**src/core/ffm_pkg.sv**
```systemverilog
/*
 * Shared constants for the freefall/motion detector: register indices,
 * field positions, reset values and the sample width.
 * Assumes an AXI4-Lite master with 32-bit data; each register index sits
 * at byte address four times the index.
 */
package ffm_pkg;

    // bus geometry
    localparam int          ADDR_W       = 8;
    localparam int          DATA_W       = 32;
    localparam int          REG_W        = 8;
    localparam int          SAMPLE_W     = 8;
    localparam int          AXES         = 3;
    localparam int          IDX_LSB      = 2;

    // register indices, byte address is four times these
    localparam logic [5:0]  IDX_CONFIG   = 6'h15;
    localparam logic [5:0]  IDX_STATUS   = 6'h16;
    localparam logic [5:0]  IDX_THRESH   = 6'h17;
    localparam logic [5:0]  IDX_COUNT    = 6'h18;
    localparam logic [5:0]  IDX_LOWNOISE = 6'h2a;
    localparam logic [5:0]  IDX_IRQ      = 6'h2c;

    // config fields
    localparam int          CFG_LATCH    = 7;
    localparam int          CFG_OR_SEL   = 6;
    localparam int          CFG_EN_LSB   = 3;
    localparam logic [7:0]  CFG_WMASK    = 8'hf8;

    // threshold fields
    localparam int          THS_CLRMODE  = 7;
    localparam logic [6:0]  THS_LN_MAX   = 7'h3f;

    // status fields
    localparam int          ST_EA        = 7;

    // own registers: low-noise bit, irq enable and route
    localparam int          LN_BIT       = 0;
    localparam int          IRQ_EN_BIT   = 0;
    localparam int          IRQ_ROUTE    = 1;

    // reset values
    localparam logic [7:0]  RST_REG      = 8'h00;

    // axi responses
    localparam logic [1:0]  RESP_OKAY    = 2'b00;
    localparam logic [1:0]  RESP_SLVERR  = 2'b10;

endpackage : ffm_pkg

```
**src/core/ffm_axis_cmp.sv**
```systemverilog
/*
 * One axis of the detector: magnitude of a signed sample against the
 * threshold, giving low, high and sign, all gated by the axis enable.
 * Assumes the sample is in threshold units and stable while it is used.
 */
`timescale 1ns/1ps
module ffm_axis_cmp #(
    parameter int SAMPLE_W = ffm_pkg::SAMPLE_W
) (
    // sample and setup
    input  wire logic signed [SAMPLE_W-1:0] sample,
    input  wire logic        [6:0]          thresh,
    input  wire logic                       enable,
    // results
    output logic                            is_low,
    output logic                            is_high,
    output logic                            is_neg
);
    import ffm_pkg::*;

    logic [SAMPLE_W-1:0] mag;
    logic [SAMPLE_W:0]   mag_x;
    logic [SAMPLE_W:0]   ths_x;

    // two's complement magnitude; most negative value still fits unsigned
    assign mag     = sample[SAMPLE_W-1] ? SAMPLE_W'(-sample) : SAMPLE_W'(sample);
    assign mag_x   = {1'b0, mag};
    assign ths_x   = (SAMPLE_W + 1)'(thresh);
    assign is_low  = enable & (mag_x <= ths_x);
    assign is_high = enable & (mag_x > ths_x);
    assign is_neg  = enable & sample[SAMPLE_W-1];

endmodule : ffm_axis_cmp

```
**src/core/ffm_detector.sv**
```systemverilog
/*
 * Freefall/motion detector with an AXI4-Lite register slave.
 * Assumes samples come from logic on aclk, in threshold units, valid with
 * a one-cycle sample strobe per output-rate sample.
 */
// What this block does
// combine select 0 ANDs enabled low axes, 1 ORs enabled high axes
// freefall axis is low when sample magnitude is at or below threshold
// motion axis is high when sample magnitude exceeds threshold
// per-axis enable bits include or exclude each axis
// event-active sets on debounced combined condition, zero at reset
// event-active with irq enable and route drives interrupt pins
// axis event flag reads 1 when enabled axis meets its condition
// axis polarity reads 0 for positive, 1 for negative sample
// flags and polarity of a disabled axis always read zero
// latch bit 0 gives real-time status
// latch bit 1 freezes flags when event-active sets, until status read
// latched status read clears event-active and all status bits
// threshold is 7-bit unsigned, 0 to 127 counts
// low-noise bit caps the effective threshold at about 4g
// clear mode 1 zeroes debounce counter when condition is false
// clear mode 0 decrements counter when false, stopping at zero
// event flag sets when counter reaches programmed count
// counter saturates at programmed count
// debounce step is one output-rate sample
// threshold, clear mode and count reset to zero
// all axis enables zero disables detection
// non-latched status read clears nothing
// latched status read also clears the debounce counter
// non-latched with clear mode 1, event-active drops with the condition
// detection updates once per sample strobe
// polarity comes from the sample that last updated the flag
`timescale 1ns/1ps
module ffm_detector #(
    parameter int SAMPLE_W = ffm_pkg::SAMPLE_W
) (
    // clock and reset
    input  wire logic                          aclk,
    input  wire logic                          aresetn,
    // axi4-lite write address
    input  wire logic [ffm_pkg::ADDR_W-1:0]    s_axi_awaddr,
    input  wire logic [2:0]                    s_axi_awprot,
    input  wire logic                          s_axi_awvalid,
    output logic                               s_axi_awready,
    // axi4-lite write data
    input  wire logic [ffm_pkg::DATA_W-1:0]    s_axi_wdata,
    input  wire logic [ffm_pkg::DATA_W/8-1:0]  s_axi_wstrb,
    input  wire logic                          s_axi_wvalid,
    output logic                               s_axi_wready,
    // axi4-lite write response
    output logic [1:0]                         s_axi_bresp,
    output logic                               s_axi_bvalid,
    input  wire logic                          s_axi_bready,
    // axi4-lite read address
    input  wire logic [ffm_pkg::ADDR_W-1:0]    s_axi_araddr,
    input  wire logic [2:0]                    s_axi_arprot,
    input  wire logic                          s_axi_arvalid,
    output logic                               s_axi_arready,
    // axi4-lite read data
    output logic [ffm_pkg::DATA_W-1:0]         s_axi_rdata,
    output logic [1:0]                         s_axi_rresp,
    output logic                               s_axi_rvalid,
    input  wire logic                          s_axi_rready,
    // acceleration samples
    input  wire logic                          sample_strobe,
    input  wire logic signed [SAMPLE_W-1:0]    x_sample,
    input  wire logic signed [SAMPLE_W-1:0]    y_sample,
    input  wire logic signed [SAMPLE_W-1:0]    z_sample,
    // interrupt pins
    output logic                               ffmt_int1,
    output logic                               ffmt_int2
);
    import ffm_pkg::*;

    // registers
    logic [REG_W-1:0]          ffmt_config_r;
    logic [REG_W-1:0]          ffmt_threshold_r;
    logic [REG_W-1:0]          ffmt_debounce_count_r;
    logic                      low_noise_r;
    logic                      ffmt_irq_enable_r;
    logic                      ffmt_irq_route_r;

    // detector state
    logic [REG_W-1:0]          cnt_r, cnt_nxt, cnt_b;
    logic                      event_active_r, ea_nxt, ea_b;
    logic [AXES-1:0]           flag_r, flag_nxt, flag_b;
    logic [AXES-1:0]           pol_r, pol_nxt, pol_b;

    // bus side
    logic                      aw_have_r;
    logic                      w_have_r;
    logic [ADDR_W-1:0]         awaddr_r;
    logic [REG_W-1:0]          wdata_r;
    logic                      wstrb0_r;
    logic                      do_write;
    logic [5:0]                wr_idx;
    logic [5:0]                rd_idx;
    logic                      ar_hs;
    logic                      stat_rd;
    logic                      rd_clr;

    // combinational detector terms
    logic                      latch_enable;
    logic                      or_and_select;
    logic                      debounce_clear_mode;
    logic [AXES-1:0]           axis_en;
    logic [6:0]                ths_eff;
    logic [AXES-1:0]           ax_low, ax_high, ax_neg, ax_hit;
    logic                      cond;
    logic [REG_W-1:0]          stat_word;
    logic signed [SAMPLE_W-1:0] samp [AXES];

    assign latch_enable        = ffmt_config_r[CFG_LATCH];
    assign or_and_select       = ffmt_config_r[CFG_OR_SEL];
    assign debounce_clear_mode = ffmt_threshold_r[THS_CLRMODE];
    assign axis_en             = ffmt_config_r[CFG_EN_LSB +: AXES];   // bit0 x, bit1 y, bit2 z
    assign samp[0]             = x_sample;
    assign samp[1]             = y_sample;
    assign samp[2]             = z_sample;

    // low-noise caps the usable threshold at half the 8g span
    assign ths_eff = (low_noise_r && ffmt_threshold_r[6:0] > THS_LN_MAX) ?
                     THS_LN_MAX : ffmt_threshold_r[6:0];

    // one comparator per axis
    genvar gi;
    generate
        for (gi = 0; gi < AXES; gi++) begin : g_axis
            ffm_axis_cmp #(
                .SAMPLE_W (SAMPLE_W)
            ) u_cmp (
                .sample   (samp[gi]),
                .thresh   (ths_eff),
                .enable   (axis_en[gi]),
                .is_low   (ax_low[gi]),
                .is_high  (ax_high[gi]),
                .is_neg   (ax_neg[gi])
            );
            assign ax_hit[gi] = or_and_select ? ax_high[gi] : ax_low[gi];
        end
    endgenerate

    // combined condition; disabled axes count as satisfied for AND only
    assign cond = (|axis_en) &&
                  (or_and_select ? (|ax_high) : (&(ax_low | ~axis_en)));

    // status view, disabled axes masked live
    assign stat_word = {event_active_r, 1'b0,
                        flag_r[2] & axis_en[2], pol_r[2] & axis_en[2],
                        flag_r[1] & axis_en[1], pol_r[1] & axis_en[1],
                        flag_r[0] & axis_en[0], pol_r[0] & axis_en[0]};

    // write path: address and data accepted in any order
    assign do_write = aw_have_r && w_have_r && !s_axi_bvalid;
    assign wr_idx   = awaddr_r[IDX_LSB +: 6];
    assign rd_idx   = s_axi_araddr[IDX_LSB +: 6];
    assign ar_hs    = s_axi_arvalid && s_axi_arready;
    assign stat_rd  = ar_hs && (s_axi_araddr[1:0] == 2'b00) && (rd_idx == IDX_STATUS);
    assign rd_clr   = stat_rd && latch_enable;

    // write address channel
    always_ff @(posedge aclk) begin
        if (!aresetn) begin
            aw_have_r     <= 1'b0;
            awaddr_r      <= '0;
            s_axi_awready <= 1'b0;
        end else if (s_axi_awvalid && s_axi_awready) begin
            aw_have_r     <= 1'b1;
            awaddr_r      <= s_axi_awaddr;
            s_axi_awready <= 1'b0;
        end else if (do_write) begin
            aw_have_r     <= 1'b0;
        end else begin
            s_axi_awready <= !aw_have_r && !s_axi_bvalid;
        end
    end

    // write data channel
    always_ff @(posedge aclk) begin
        if (!aresetn) begin
            w_have_r     <= 1'b0;
            wdata_r      <= '0;
            wstrb0_r     <= 1'b0;
            s_axi_wready <= 1'b0;
        end else if (s_axi_wvalid && s_axi_wready) begin
            w_have_r     <= 1'b1;
            wdata_r      <= s_axi_wdata[REG_W-1:0];
            wstrb0_r     <= s_axi_wstrb[0];
            s_axi_wready <= 1'b0;
        end else if (do_write) begin
            w_have_r     <= 1'b0;
        end else begin
            s_axi_wready <= !w_have_r && !s_axi_bvalid;
        end
    end

    // register writes and response; only lane 0 carries data
    always_ff @(posedge aclk) begin
        if (!aresetn) begin
            ffmt_config_r         <= RST_REG;
            ffmt_threshold_r      <= RST_REG;
            ffmt_debounce_count_r <= RST_REG;
            low_noise_r           <= 1'b0;
            ffmt_irq_enable_r     <= 1'b0;
            ffmt_irq_route_r      <= 1'b0;
            s_axi_bvalid          <= 1'b0;
            s_axi_bresp           <= RESP_OKAY;
        end else if (do_write) begin
            s_axi_bvalid <= 1'b1;
            s_axi_bresp  <= RESP_OKAY;
            if (awaddr_r[1:0] != 2'b00) begin
                s_axi_bresp <= RESP_SLVERR;
            end else if (wr_idx == IDX_CONFIG) begin
                if (wstrb0_r) ffmt_config_r <= wdata_r & CFG_WMASK;
            end else if (wr_idx == IDX_THRESH) begin
                if (wstrb0_r) ffmt_threshold_r <= wdata_r;
            end else if (wr_idx == IDX_COUNT) begin
                if (wstrb0_r) ffmt_debounce_count_r <= wdata_r;
            end else if (wr_idx == IDX_LOWNOISE) begin
                if (wstrb0_r) low_noise_r <= wdata_r[LN_BIT];
            end else if (wr_idx == IDX_IRQ) begin
                if (wstrb0_r) begin
                    ffmt_irq_enable_r <= wdata_r[IRQ_EN_BIT];
                    ffmt_irq_route_r  <= wdata_r[IRQ_ROUTE];
                end
            end else if (wr_idx == IDX_STATUS) begin
                s_axi_bresp <= RESP_OKAY;                  // read-only, write ignored
            end else begin
                s_axi_bresp <= RESP_SLVERR;
            end
        end else if (s_axi_bvalid && s_axi_bready) begin
            s_axi_bvalid <= 1'b0;
        end
    end

    // read channel; one read at a time, arready drops while data waits
    always_ff @(posedge aclk) begin
        if (!aresetn) begin
            s_axi_arready <= 1'b0;
            s_axi_rvalid  <= 1'b0;
            s_axi_rdata   <= '0;
            s_axi_rresp   <= RESP_OKAY;
        end else if (ar_hs) begin
            s_axi_arready <= 1'b0;
            s_axi_rvalid  <= 1'b1;
            s_axi_rresp   <= RESP_OKAY;
            s_axi_rdata   <= '0;
            if (s_axi_araddr[1:0] != 2'b00) begin
                s_axi_rresp <= RESP_SLVERR;
            end else if (rd_idx == IDX_CONFIG) begin
                s_axi_rdata[REG_W-1:0] <= ffmt_config_r;
            end else if (rd_idx == IDX_STATUS) begin
                s_axi_rdata[REG_W-1:0] <= stat_word;
            end else if (rd_idx == IDX_THRESH) begin
                s_axi_rdata[REG_W-1:0] <= ffmt_threshold_r;
            end else if (rd_idx == IDX_COUNT) begin
                s_axi_rdata[REG_W-1:0] <= ffmt_debounce_count_r;
            end else if (rd_idx == IDX_LOWNOISE) begin
                s_axi_rdata[LN_BIT] <= low_noise_r;
            end else if (rd_idx == IDX_IRQ) begin
                s_axi_rdata[IRQ_EN_BIT] <= ffmt_irq_enable_r;
                s_axi_rdata[IRQ_ROUTE]  <= ffmt_irq_route_r;
            end else begin
                s_axi_rresp <= RESP_SLVERR;
            end
        end else if (s_axi_rvalid && s_axi_rready) begin
            s_axi_rvalid  <= 1'b0;
        end else begin
            s_axi_arready <= !s_axi_rvalid;
        end
    end

    // debounce and status next state; a strobe in the read-clear cycle is
    // applied after the clear so the new sample is never lost
    always_comb begin
        cnt_b    = rd_clr ? '0 : cnt_r;
        ea_b     = rd_clr ? 1'b0 : event_active_r;
        flag_b   = rd_clr ? '0 : flag_r;
        pol_b    = rd_clr ? '0 : pol_r;
        cnt_nxt  = cnt_b;
        ea_nxt   = ea_b;
        flag_nxt = flag_b;
        pol_nxt  = pol_b;
        if (sample_strobe) begin
            if (cond) begin
                cnt_nxt = (cnt_b < ffmt_debounce_count_r) ?
                          REG_W'(cnt_b + 1'b1) : ffmt_debounce_count_r;
            end else if (debounce_clear_mode) begin
                cnt_nxt = '0;
            end else if (cnt_b != '0) begin
                cnt_nxt = REG_W'(cnt_b - 1'b1);
            end
            if (latch_enable) begin
                if (!ea_b) begin
                    flag_nxt = ax_hit;
                    pol_nxt  = ax_neg;
                    ea_nxt   = cond && (cnt_nxt == ffmt_debounce_count_r);
                end
            end else begin
                flag_nxt = ax_hit;
                pol_nxt  = ax_neg;
                if (cond) begin
                    ea_nxt = ea_b || (cnt_nxt == ffmt_debounce_count_r);
                end else if (debounce_clear_mode) begin
                    ea_nxt = 1'b0;
                end else begin
                    ea_nxt = ea_b && (cnt_nxt != '0);
                end
            end
        end
    end

    // detector state registers
    always_ff @(posedge aclk) begin
        if (!aresetn) begin
            cnt_r          <= '0;
            event_active_r <= 1'b0;
            flag_r         <= '0;
            pol_r          <= '0;
        end else begin
            cnt_r          <= cnt_nxt;
            event_active_r <= ea_nxt;
            flag_r         <= flag_nxt;
            pol_r          <= pol_nxt;
        end
    end

    // interrupt pins: route 1 selects pin 1, route 0 pin 2
    always_ff @(posedge aclk) begin
        if (!aresetn) begin
            ffmt_int1 <= 1'b0;
            ffmt_int2 <= 1'b0;
        end else begin
            ffmt_int1 <= event_active_r && ffmt_irq_enable_r && ffmt_irq_route_r;
            ffmt_int2 <= event_active_r && ffmt_irq_enable_r && !ffmt_irq_route_r;
        end
    end
endmodule : ffm_detector

```
**config.mk**
```make
export PLATFORM = sky130hd
export DESIGN_NAME = ffm_detector
export DESIGN_NICKNAME = d
export VERILOG_FILES = /design/src/core/ffm_pkg.sv /design/src/core/ffm_axis_cmp.sv /design/src/core/ffm_detector.sv
export SDC_FILE = /design/constraint.sdc
export NUM_CORES = 1
export LEC_CHECK = 0
export ABC_AREA = 1
export BUFFER_PORTS_ARGS = -buffer_cell sky130_fd_sc_hd__buf_2
export CORE_ASPECT_RATIO = 2
export CORE_UTILIZATION = 35
export DETAILED_ROUTE_END_ITERATION = 16
export PLACE_DENSITY = 0.68
export SETUP_SLACK_MARGIN = 0.02
export SLEW_MARGIN = 20
export SYNTH_ARGS = -nofsm -noshare
export SYNTH_HDL_FRONTEND = slang
export SYNTH_SLANG_ARGS = --single-unit
```
**constraint.sdc**
```tcl
create_clock -name aclk -period 4.3 [get_ports aclk]
set_input_delay 0 -clock aclk [delete_from_list [all_inputs] [get_ports aclk]]
set_output_delay 0 -clock aclk [all_outputs]
set_load 0.01 [all_outputs]
```
==> results.toml, run 1 <==
[global_routing]
grt_antenna_before_repair = 0
grt_first_pass_wirelength_microns = 25000
grt_pass1_vias = 5185
grtUsageTotal_pct = 20.1
grt_max_degree = 60
gr-total-overflow = 0

[worst_setup_path]
crit-reg2reg-capture = "event_active_r"
worst-r2r-cell-count = 23
reg2reg_from = "s_axi_arready"
worst-endpoint-arrival_ns = 3.74
critical_path_required_ns = 4.58
crit_path_frequent_cell = "sky130_fd_sc_hd__nand2_1"
cp-startpoint = "s_axi_arready"
critPathSlowestCell = "sky130_fd_sc_hd__dfxtp_1"
critical_path.startpoint_type = "flip-flop"
worst-path-buf-inv = 3
cp-end-kind = "flip-flop"
cp_slowest_stage_delay_ns = 0.34
critical_path_class = "flip-flop to flip-flop"
critPathTopFamily = "simple AND/OR/NAND/NOR gates"
worstPathCellList = "nand2_1 > nor2_2 > nand2_2 > nor2_4 > inv_2 > nand2_1 > inv_1 > ha_1 > a21oi_1 > nand2_2 > nand2_4 > nand2_4 > o21ai_0 > inv_1 > o21ai_1 > nand2_1 > nand2_1 > nand2_1 > nor2_1 > nand2_1 > nand2_1 > nand2_1 > nor2_1"
r2r_setup_slack_ns = 0.85
critical_path.max_fanout = 12

[routing]
via_per_inst = 4.93
route.final.wire_length_microns = 15600
detail_route.first_pass.iterations = 4
vias = 5368
dr.first_iter.drc_count = 262
drt_drc_violations_left = 0
avgRoutedWirePerCell_microns = 14.3
drt.antenna.violating_nets = 0

[layout]
insertedDiodeCount = 0
num-fill-cells = 1564
share_of_post_route_cells_with_drive_strength_above_1_pct = 14.7
final_core_utilization_pct = 42.4
final_design_area_no_fill_sq_mm = 0.00632
design.final.nets = 1007
syn_to_final_growth_pct = 17.3

[min_path]
min-delay-path-class = "primary input to flip-flop"
timing.hold.worst_path_depth = 3
worst_hold_startpoint = "z_sample[7]"
hold_path_end = "pol_r[2]"

[place]
numPortBuffers = 73
hpwlAfterDp_microns = 12300
finalWeightedCongestion = 0.920
placed_area_sq_mm = 0.00582
setup_ws_pre_cts_ns = 0.890

[timing]
slew_headroom_pct = 55.8
final_min_period_over_clock_period_pct = 80.3
timing_worst_slew_pin_value_ns = 0.662
hold_viol = 0
report.final.setup_viol = 0
finalWorstSetupSlack_ns = 0.845
finalSetupTns_ns = 0
clock_skew_ns = 0.0114
fmax_mhz = 289
drv_slew = 0
timing.final.crit_period_ns = 3.45
grt_setup_unrepaired = "no"

[power]
seq_power_share_pct = 36.1
comb_power_share_pct = 24.5
p_int_mw = 1.43
total_switching_power_mw = 0.635
clkPwrFrac_pct = 39.4
leakage_nw = 3.03
power_per_cell_area_mw_per_mm2 = 327
vdd.ir_drop.worst_uv = 296
p_sw_share_pct = 30.7
report.power.total_mw = 2.07

[die]
ios = 133
initial_utilization_pct = 36.2
core.rowCount = 63
core_area_sq_mm = 0.0149
die_y_microns = 178
die_x_microns = 89.8
design.die.area_sq_mm = 0.0159

[logic_synthesis]
ys_ff_latch = 75
synth_sequential_area_ratio_pct = 27.9
synth_edf_count = 0
synth_cells = 803
synth.distinct_cells = 54
async_reset_ff_share_pct = 0
yosysWarnings = 0
syn_area_per_cell_sq_um = 6.71
netlist_area_sq_mm = 0.00539
postSynth.topFlopCell = "sky130_fd_sc_hd__dfxtp_1"

[job]
max_cap_violations = 0

[status]
status = "finished clean"

[clock_tree]
cts-root-to-sink-buffers = 2
clk_pin_slew_ns = 0.06
cts.root.buffer_cell = "sky130_fd_sc_hd__clkbuf_16"
total_clock_buffers_created_by_cts = 9
cts_max_level = 3
cts.sink_count = 75
cts_tree = "yes"
clk_latency_ns = 0.34
[cells in the mapped netlist, types with 6 or more instances]
cell type                  number  area [sq um]
sky130_fd_sc_hd__nand4_1       21           131
sky130_fd_sc_hd__nand3_1       50           250
sky130_fd_sc_hd__nand2_2       11          68.8
sky130_fd_sc_hd__a21oi_1       60           300
sky130_fd_sc_hd__buf_4         27           203
sky130_fd_sc_hd__nor3_1         7          35.0
sky130_fd_sc_hd__nor2_1        87           327
sky130_fd_sc_hd__a211oi_1       6          45.0
sky130_fd_sc_hd__dfxtp_1       75          1500
sky130_fd_sc_hd__nand2_1      136           510
sky130_fd_sc_hd__ha_1          28           350
sky130_fd_sc_hd__clkbuf_1      11          41.3
sky130_fd_sc_hd__xor2_1        22           193
sky130_fd_sc_hd__inv_1        111           417
sky130_fd_sc_hd__o21ai_0       72           360
sky130_fd_sc_hd__o211ai_1       7          52.6
[cells by family after synthesis]
| group | share of synthesized area [%] |
|---|---|
| compound gates | 17.9 |
| xor+xnor | 4.06 |
| fa+ha+maj | 6.50 |
| buf+inv | 13.9 |
| flops | 27.9 |
| other cells | 0.0696 |
| simple gates | 29.8 |
[placed cells by master, fill, tap and decap left out, types with 3 or more instances in the layout]
cell type	instances
sky130_fd_sc_hd__clkbuf_16	9
sky130_fd_sc_hd__nand2_4	4
sky130_fd_sc_hd__nor2_1	87
sky130_fd_sc_hd__o41ai_1	3
sky130_fd_sc_hd__nor3_1	7
sky130_fd_sc_hd__nand3_2	4
sky130_fd_sc_hd__inv_2	3
sky130_fd_sc_hd__a21oi_1	60
sky130_fd_sc_hd__nand4_1	21
sky130_fd_sc_hd__xor2_1	22
sky130_fd_sc_hd__xnor2_1	3
sky130_fd_sc_hd__nand3b_1	3
sky130_fd_sc_hd__o21ai_1	3
sky130_fd_sc_hd__buf_2	73
sky130_fd_sc_hd__dlygate4sd3_1	19
sky130_fd_sc_hd__a211oi_1	6
sky130_fd_sc_hd__nand2_2	11
sky130_fd_sc_hd__conb_1	26
sky130_fd_sc_hd__nand3_1	50
sky130_fd_sc_hd__o21ai_0	72
sky130_fd_sc_hd__inv_1	111
sky130_fd_sc_hd__buf_4	4
sky130_fd_sc_hd__a32o_1	3
sky130_fd_sc_hd__o211ai_1	7
sky130_fd_sc_hd__dfxtp_1	75
sky130_fd_sc_hd__nor2_2	4
sky130_fd_sc_hd__ha_1	28
sky130_fd_sc_hd__nand2_1	136
[layer usage]
metal,track usage (%),vias to the layer above,wire [microns]
met5,0,-,0
met2,41.3,152,8790
met3,2.61,43,555
met4,12.8,0,754
li1,-,2762,-
met1,18.0,2411,5490
[worst reg2reg max path, delay by kind of cell (launching register included)]
family | cells | cell delay [ns]
AO/OA/AOI/OAI | 3 | 0.58
adder cells (fa/ha/maj) | 1 | 0.30
buffers and inverters | 3 | 0.36
flip-flops | 1 | 0.34
AND/OR/NAND/NOR | 16 | 1.81
[state kept, by name, summed over array words and instances, names as in the netlist, 3 cells and up]
name and flops:
wdata_r 8, ffmt_debounce_count_r 8, awaddr_r 8, ffmt_config_r 5
cnt_r 8, s_axi_rdata 8, ffmt_threshold_r 8, flag_r 3
pol_r 3
[layout make-up]
cell class / instances / area (sq um) / area share, %
repair buffers: 96 / 586 / 9.26
multi-input cells: 590 / 3230 / 51.1
inverters: 117 / 442 / 6.98
clock buffers: 10 / 239 / 3.78
clock inverters: 5 / 77.6 / 1.23
flip-flops and latches: 75 / 1500 / 23.7
well taps: 195 / 244 / 3.86
[per-stage QoR]
step                instances  hold WS (ns)
floorplan                 828         0.145
global placement         1054         0.250
detailed placement       1054         0.256
CTS                      1088        0.0202
global route             1088        0.0561
finish                   1088        0.0304
[worst max path at each step]
stage	to	slack (ns)	depth (start not counted)
after floorplan	event_active_r	0.98	24
after global placement	event_active_r	0.90	23
after detailed placement	event_active_r	0.89	22
after CTS	event_active_r	0.88	23
after global routing	event_active_r	0.60	22
final	event_active_r	0.85	23
[timing repair]
| item | in CTS | in global routing |
|---|---|---|
| hold buffers | 19 | 0 |
| resized for setup | 0 | 0 |
| hold endpoints to repair | 20 | 0 |
| setup buffers | 0 | 0 |
[power by group through the flow]
stage	sequential (mW)	clock, mW	combinational [mW]
floorplan	0.756	0	0.387
global placement	0.760	0	0.482
detailed placement	0.761	0	0.488
CTS	0.746	0.827	0.505
global route	0.748	0.859	0.574
finish	0.746	0.815	0.506
(Power assumes the default switching activity.)
==> run 2, diff against run 1 <==
--- a/config.mk
+++ b/config.mk
@@ -10,7 +10,7 @@
 export CORE_ASPECT_RATIO = 2
 export CORE_UTILIZATION = 35
 export DETAILED_ROUTE_END_ITERATION = 16
-export PLACE_DENSITY = 0.68
+export PLACE_DENSITY = 0.7
 export SETUP_SLACK_MARGIN = 0.02
 export SLEW_MARGIN = 20
 export SYNTH_ARGS = -nofsm -noshare
==> constraint.sdc (replaced) <==
create_clock -name aclk -period 3.1 [get_ports aclk]
set_input_delay 0 -clock aclk [delete_from_list [all_inputs] [get_ports aclk]]
set_output_delay 0 -clock aclk [all_outputs]
set_load 0.01 [all_outputs]
==> run 2 against run 1 <==
Critical path depth up 1. Sequential power grew 39%. Combinational power up 75%. Die area stayed put. Critical path type unchanged. Critical endpoint unchanged.
==> results.toml, run 2 (same netlist as run 1, synthesis figures left out) <==
[status]
status = "finished clean"

[worst_setup_path]
critical_path_required_ns = 3.38
critical_path_class = "flip-flop to flip-flop"
reg2reg_from = "s_axi_arready"
worst-endpoint-arrival_ns = 3.23
r2r_setup_slack_ns = 0.14
critical_path.max_fanout = 5
cp-end-kind = "flip-flop"
cp-startpoint = "s_axi_arready"
critical_path.startpoint_type = "flip-flop"

[routing]
avgRoutedWirePerCell_microns = 14.7
detail_route.first_pass.iterations = 5
vias = 5720
dr.first_iter.drc_count = 322
via_per_inst = 5.05
route.final.wire_length_microns = 16600
drt_drc_violations_left = 0
drt.antenna.violating_nets = 0

[job]
max_cap_violations = 0

[layout]
final_core_utilization_pct = 46.5
syn_to_final_growth_pct = 28.4
multiInputGateArea_sq_mm = 0.00347
design.final.nets = 1051
final_cell_mix = "sky130_fd_sc_hd__nand2_1 (128), sky130_fd_sc_hd__inv_1 (111), sky130_fd_sc_hd__nor2_1 (81)"
final_common_cell = "sky130_fd_sc_hd__nand2_1"
final_design_area_no_fill_sq_mm = 0.00692
num-fill-cells = 1473
insertedDiodeCount = 0
area.sequential_sq_mm = 0.00151
share_of_post_route_cells_with_drive_strength_above_1_pct = 22.6

[clock_tree]
cts.root.buffer_cell = "sky130_fd_sc_hd__clkbuf_16"
cts.sink_count = 75
cts_max_level = 3
clk_pin_slew_ns = 0.06
total_clock_buffers_created_by_cts = 9
cts_tree = "yes"
cts-root-to-sink-buffers = 2
clk_latency_ns = 0.34

[timing]
clock_skew_ns = 0.00955
timing.hold.ws_ns = 0.0346
grt_setup_unrepaired = "yes"
report.final.setup_viol = 0
finalSetupTns_ns = 0
slew_headroom_pct = 54.9
timing_worst_slew_pin_value_ns = 0.676
drv_slew = 0
fmax_mhz = 338
final_min_period_over_clock_period_pct = 95.4
timing.final.crit_period_ns = 2.96
hold_viol = 0

[place]
numPortBuffers = 73
placed_area_sq_mm = 0.00610
hpwlAfterDp_microns = 12600
finalWeightedCongestion = 1.01

[global_routing]
grt_antenna_before_repair = 0
grt_first_pass_wirelength_microns = 25700
grtUsageTotal_pct = 20.6
grt_max_degree = 60
gr-total-overflow = 0
grt_pass1_vias = 5440

[power]
leakage_nw = 3.28
power_per_cell_area_mw_per_mm2 = 429
vdd.ir_drop.worst_uv = 507
report.power.total_mw = 2.97

[die]
ios = 133
die_y_microns = 178
die_x_microns = 89.8
initial_utilization_pct = 36.2
core_area_sq_mm = 0.0149
core.rowCount = 63
design.die.area_sq_mm = 0.0159

[min_path]
min-delay-path-class = "primary input to flip-flop"
worst_hold_startpoint = "z_sample[7]"
==> run 2: cell count changes in the layout (fill, tap and decap cells not counted), moves of 6 or more <==
cell                      previous run  this run
sky130_fd_sc_hd__buf_4               4        41
sky130_fd_sc_hd__nand2_1           136       128
sky130_fd_sc_hd__nand3_1            50        43
sky130_fd_sc_hd__nor2_1             87        81
sky130_fd_sc_hd__nand3_2             4        11
sky130_fd_sc_hd__ha_4                0         6
sky130_fd_sc_hd__ha_1               28        20
==> run 2: stage by stage <==
step           worst slack [ns]  cells
6_report                  0.144   1133
3_5_place_dp            -0.0513   1086
3_3_place_gp            0.00839   1086
4_1_cts                  0.0411   1121
2_1_floorplan            0.0216    828
5_1_grt                 -0.0422   1133
==> run 2: final timing paths <==
path / to / depth (start not counted)
max: event_active_r / 24
max reg2reg: event_active_r / 24
min: pol_r[2] / 3
min reg2reg: ffmt_int2 / 1
==> run 2: where the power goes <==
group | internal (mW) | switching [mW]
Sequential | 1.00 | 0.0347
Combinational | 0.385 | 0.501
Clock | 0.625 | 0.424
==> run 2: final cells by class <==
cell class              count  area share (%)
clock inverters             6           0.940
multi-input cells         591            50.2
well taps                 195            3.52
flip-flops and latches     75            21.8
inverters                 117            6.45
clock buffers              10            3.31
repair buffers            139            13.8
==> run 2: what timing repair did <==
item                                   CTS  global route
gates cloned                             0             1
resized for setup                        1            53
hold buffers                            19             0
setup buffers                            0            11
pin swaps                                0            43
setup endpoints to repair                1             4
endpoints found under the hold margin   20             0
==> run 2: routing by layer <==
layer | vias up | track usage, % | wire length (microns)
met5 | - | 0 | 0
met4 | 0 | 15.5 | 1120
met3 | 61 | 3.51 | 627
met2 | 197 | 40.5 | 8950
met1 | 2599 | 18.5 | 5900
li1 | 2863 | - | -
==> run 2: worst max-delay path, cell delays in order, from the launching register on <==
cell                       delay [ns]
sky130_fd_sc_hd__dfxtp_2         0.35
sky130_fd_sc_hd__nand2_4         0.06
sky130_fd_sc_hd__nor2_4          0.13
sky130_fd_sc_hd__nand2_2         0.10
sky130_fd_sc_hd__nor2_4          0.16
sky130_fd_sc_hd__buf_12          0.14
sky130_fd_sc_hd__nor2_4          0.04
sky130_fd_sc_hd__ha_4            0.24
sky130_fd_sc_hd__a21oi_2         0.14
sky130_fd_sc_hd__nor2_2          0.05
sky130_fd_sc_hd__a211oi_2        0.20
sky130_fd_sc_hd__buf_4           0.20
sky130_fd_sc_hd__buf_12          0.13
sky130_fd_sc_hd__nand3_1         0.09
sky130_fd_sc_hd__nand2_1         0.08
sky130_fd_sc_hd__nand4_1         0.13
sky130_fd_sc_hd__nand3_2         0.12
sky130_fd_sc_hd__nand2_1         0.05
sky130_fd_sc_hd__nor2_1          0.08
sky130_fd_sc_hd__nand2_1         0.05
sky130_fd_sc_hd__nor2_1          0.08
sky130_fd_sc_hd__nand2_1         0.05
sky130_fd_sc_hd__nand2_1         0.05
sky130_fd_sc_hd__nand2_1         0.04
sky130_fd_sc_hd__nor2_1          0.11
==> run 3, diff against run 2 <==
--- a/config.mk
+++ b/config.mk
@@ -6,9 +6,10 @@
 export NUM_CORES = 1
 export LEC_CHECK = 0
 export ABC_AREA = 1
-export BUFFER_PORTS_ARGS = -buffer_cell sky130_fd_sc_hd__buf_2
+export BUFFER_PORTS_ARGS = -buffer_cell sky130_fd_sc_hd__buf_4
 export CORE_ASPECT_RATIO = 2
 export CORE_UTILIZATION = 35
+export CTS_CLUSTER_SIZE = 8
 export DETAILED_ROUTE_END_ITERATION = 16
 export PLACE_DENSITY = 0.7
 export SETUP_SLACK_MARGIN = 0.02
==> run 3 against run 2 <==
Critical path depth is 1 lower. Count of clock-buffer cells in the layout did not move. Non-clock buffer count increased by 1. Clock skew rose by 0.0011 ns. Setup slack better by 0.019 ns. Combinational power down 5.9%. Register-to-register slack improved by 0.02 ns. Sequential share of layout area shrank 0.16 points. Critical endpoint unchanged. Global-route usage increased by 0.30 points.
==> results.toml, run 3 (same netlist as run 1, synthesis figures left out) <==
[timing]
drv_slew = 0
hold_viol = 0
final_min_period_over_clock_period_pct = 94.8
timing_worst_slew_pin_value_ns = 0.637
clock_skew_ns = 0.0107
report.final.setup_viol = 0
finalWorstSetupSlack_ns = 0.163
fmax_mhz = 340
slew_headroom_pct = 57.4
timing.final.crit_period_ns = 2.94

[global_routing]
grt_antenna_before_repair = 0
grtUsageTotal_pct = 20.9
gr-usage-met1_pct = 19.0
grt_max_degree = 60
grtUsageMet2_pct = 41.5
grt_first_pass_wirelength_microns = 26100
grt_pass1_vias = 5483
groute.layer.met3.usage_pct = 2.78
gr-total-overflow = 0
globalRoute.busiestLayer = "met2"

[layout]
insertedDiodeCount = 0
final_design_area_no_fill_sq_mm = 0.00696
num-fill-cells = 1554
design.final.nets = 1052
final_core_utilization_pct = 46.7
final-instance-count-excl-fill = 1134
final_common_cell = "sky130_fd_sc_hd__nand2_1"
syn_to_final_growth_pct = 29.1
final_cell_mix = "sky130_fd_sc_hd__nand2_1 (131), sky130_fd_sc_hd__buf_4 (118), sky130_fd_sc_hd__inv_1 (111)"
share_of_post_route_cells_with_drive_strength_above_1_pct = 20.7

[worst_setup_path]
critical_path.startpoint_type = "flip-flop"
critical_path.max_fanout = 6
critical_path_required_ns = 3.33
worst-endpoint-arrival_ns = 3.17
critical_path_class = "flip-flop to flip-flop"
cp-end-kind = "flip-flop"

[die]
core.rowCount = 63
ios = 133
die_x_microns = 89.8
die_y_microns = 178
design.die.area_sq_mm = 0.0159
initial_utilization_pct = 36.2
core_area_sq_mm = 0.0149

[routing]
vias = 5683
avgRoutedWirePerCell_microns = 14.6
via_per_inst = 5.01
dr.first_iter.drc_count = 307
detail_route.first_pass.iterations = 5
drt_drc_violations_left = 0
route.final.wire_length_microns = 16600
drt.antenna.violating_nets = 0

[clock_tree]
clk_latency_ns = 0.34
cts.sink_count = 75
clk_pin_slew_ns = 0.06
total_clock_buffers_created_by_cts = 9
cts_tree = "yes"
cts_max_level = 3
cts.root.buffer_cell = "sky130_fd_sc_hd__clkbuf_16"
cts-root-to-sink-buffers = 2

[min_path]
min-delay-path-class = "primary input to flip-flop"

[power]
report.power.total_mw = 2.96
leakage_nw = 3.30
power_per_cell_area_mw_per_mm2 = 426
vdd.ir_drop.worst_uv = 329

[place]
placed_cells = 1095
finalWeightedCongestion = 1.00
setup_ws_pre_cts_ns = -0.0785
placed_area_sq_mm = 0.00634
numPortBuffers = 73
hpwlAfterDp_microns = 12900

[job]
max_cap_violations = 0

[status]
status = "finished clean"
## run 3: changes by cell type in the layout (fill, tap and decap cells not counted), moves of 2 or more
cell                       change
sky130_fd_sc_hd__clkinv_2      -2
sky130_fd_sc_hd__nor2_1        +4
sky130_fd_sc_hd__buf_6         -2
sky130_fd_sc_hd__nor2_2        -2
sky130_fd_sc_hd__nand3_1       +5
sky130_fd_sc_hd__ha_2          -2
sky130_fd_sc_hd__ha_4          -4
sky130_fd_sc_hd__nand3_2       -5
sky130_fd_sc_hd__buf_2        -73
sky130_fd_sc_hd__nand2_1       +3
sky130_fd_sc_hd__nand2_4       -2
sky130_fd_sc_hd__nor2_4        -2
sky130_fd_sc_hd__buf_4        +77
sky130_fd_sc_hd__ha_1          +6
## run 3: final timing paths
check                 startpoint              to  slack, ns  cells past startpoint
max          ffmt_threshold_r[6]  event_active_r       0.16                     23
min                  z_sample[7]        pol_r[2]      0.007                      3
max reg2reg  ffmt_threshold_r[6]  event_active_r       0.16                     23
min reg2reg     ffmt_irq_route_r       ffmt_int2       0.44                      1
## run 3: report_power, final
part / leakage, nW / internal, mW / switching, mW
clock network: 0.146 / 0.652 / 0.438
registers: 0.612 / 1.00 / 0.0345
logic: 2.54 / 0.362 / 0.472
## run 3: per-layer routing
metal / wire [microns] / share of wire, % / vias up
met5: 0 / 0 / -
met4: 1190 / 7.2 / 0
li1: - / - / 2860
met1: 5780 / 35 / 2557
met3: 644 / 3.9 / 70
met2: 8980 / 54 / 196
## run 3: what timing repair did
action | 4_1_cts | 5_1_grt
hold endpoints to repair | 20 | 0
pin swaps | 0 | 11
gates cloned | 0 | 1
hold buffers | 19 | 0
setup buffers | 0 | 3
gates resized for setup | 2 | 19
setup endpoints to repair | 1 | 2
## run 3: critical path, cell delays in order, from the launching register on
cell                      delay, ns
sky130_fd_sc_hd__dfxtp_2       0.33
sky130_fd_sc_hd__nand2_2       0.10
sky130_fd_sc_hd__inv_4         0.04
sky130_fd_sc_hd__nor2_1        0.10
sky130_fd_sc_hd__buf_4         0.16
sky130_fd_sc_hd__ha_4          0.20
sky130_fd_sc_hd__a21o_1        0.20
sky130_fd_sc_hd__a21oi_2       0.17
sky130_fd_sc_hd__o21ai_0       0.09
sky130_fd_sc_hd__inv_1         0.07
sky130_fd_sc_hd__nand3_2       0.11
sky130_fd_sc_hd__nand2_4       0.10
sky130_fd_sc_hd__nand3_2       0.10
sky130_fd_sc_hd__nand2_4       0.13
sky130_fd_sc_hd__buf_6         0.13
sky130_fd_sc_hd__nand4_1       0.16
sky130_fd_sc_hd__nand2_2       0.14
sky130_fd_sc_hd__nand2_1       0.06
sky130_fd_sc_hd__nor2_1        0.11
sky130_fd_sc_hd__nand2_1       0.05
sky130_fd_sc_hd__nand2_1       0.05
sky130_fd_sc_hd__nand2_1       0.07
sky130_fd_sc_hd__a21oi_2       0.11
sky130_fd_sc_hd__nor2_1        0.05
## run 3: metrics by stage
step	hold slack, ns	TNS [ns]
2_1_floorplan	0.145	0
3_5_place_dp	0.256	-0.0785
3_3_place_gp	0.252	-0.0335
5_1_grt	0.0392	-0.0135
6_report	0.00654	0
4_1_cts	0.00426	0
## run 3: cell type report
class                           instances  area [sq um]  area share (%)
Clock buffer                           10           239            3.43
Clock inverter                          6          71.3            1.02
Inverter                              117           442            6.35
Multi-Input combinational cell        591          3330            47.9
Sequential cell                        75          1500            21.6
Tap cell                              195           244            3.51
Timing Repair Buffer                  140          1130            16.2
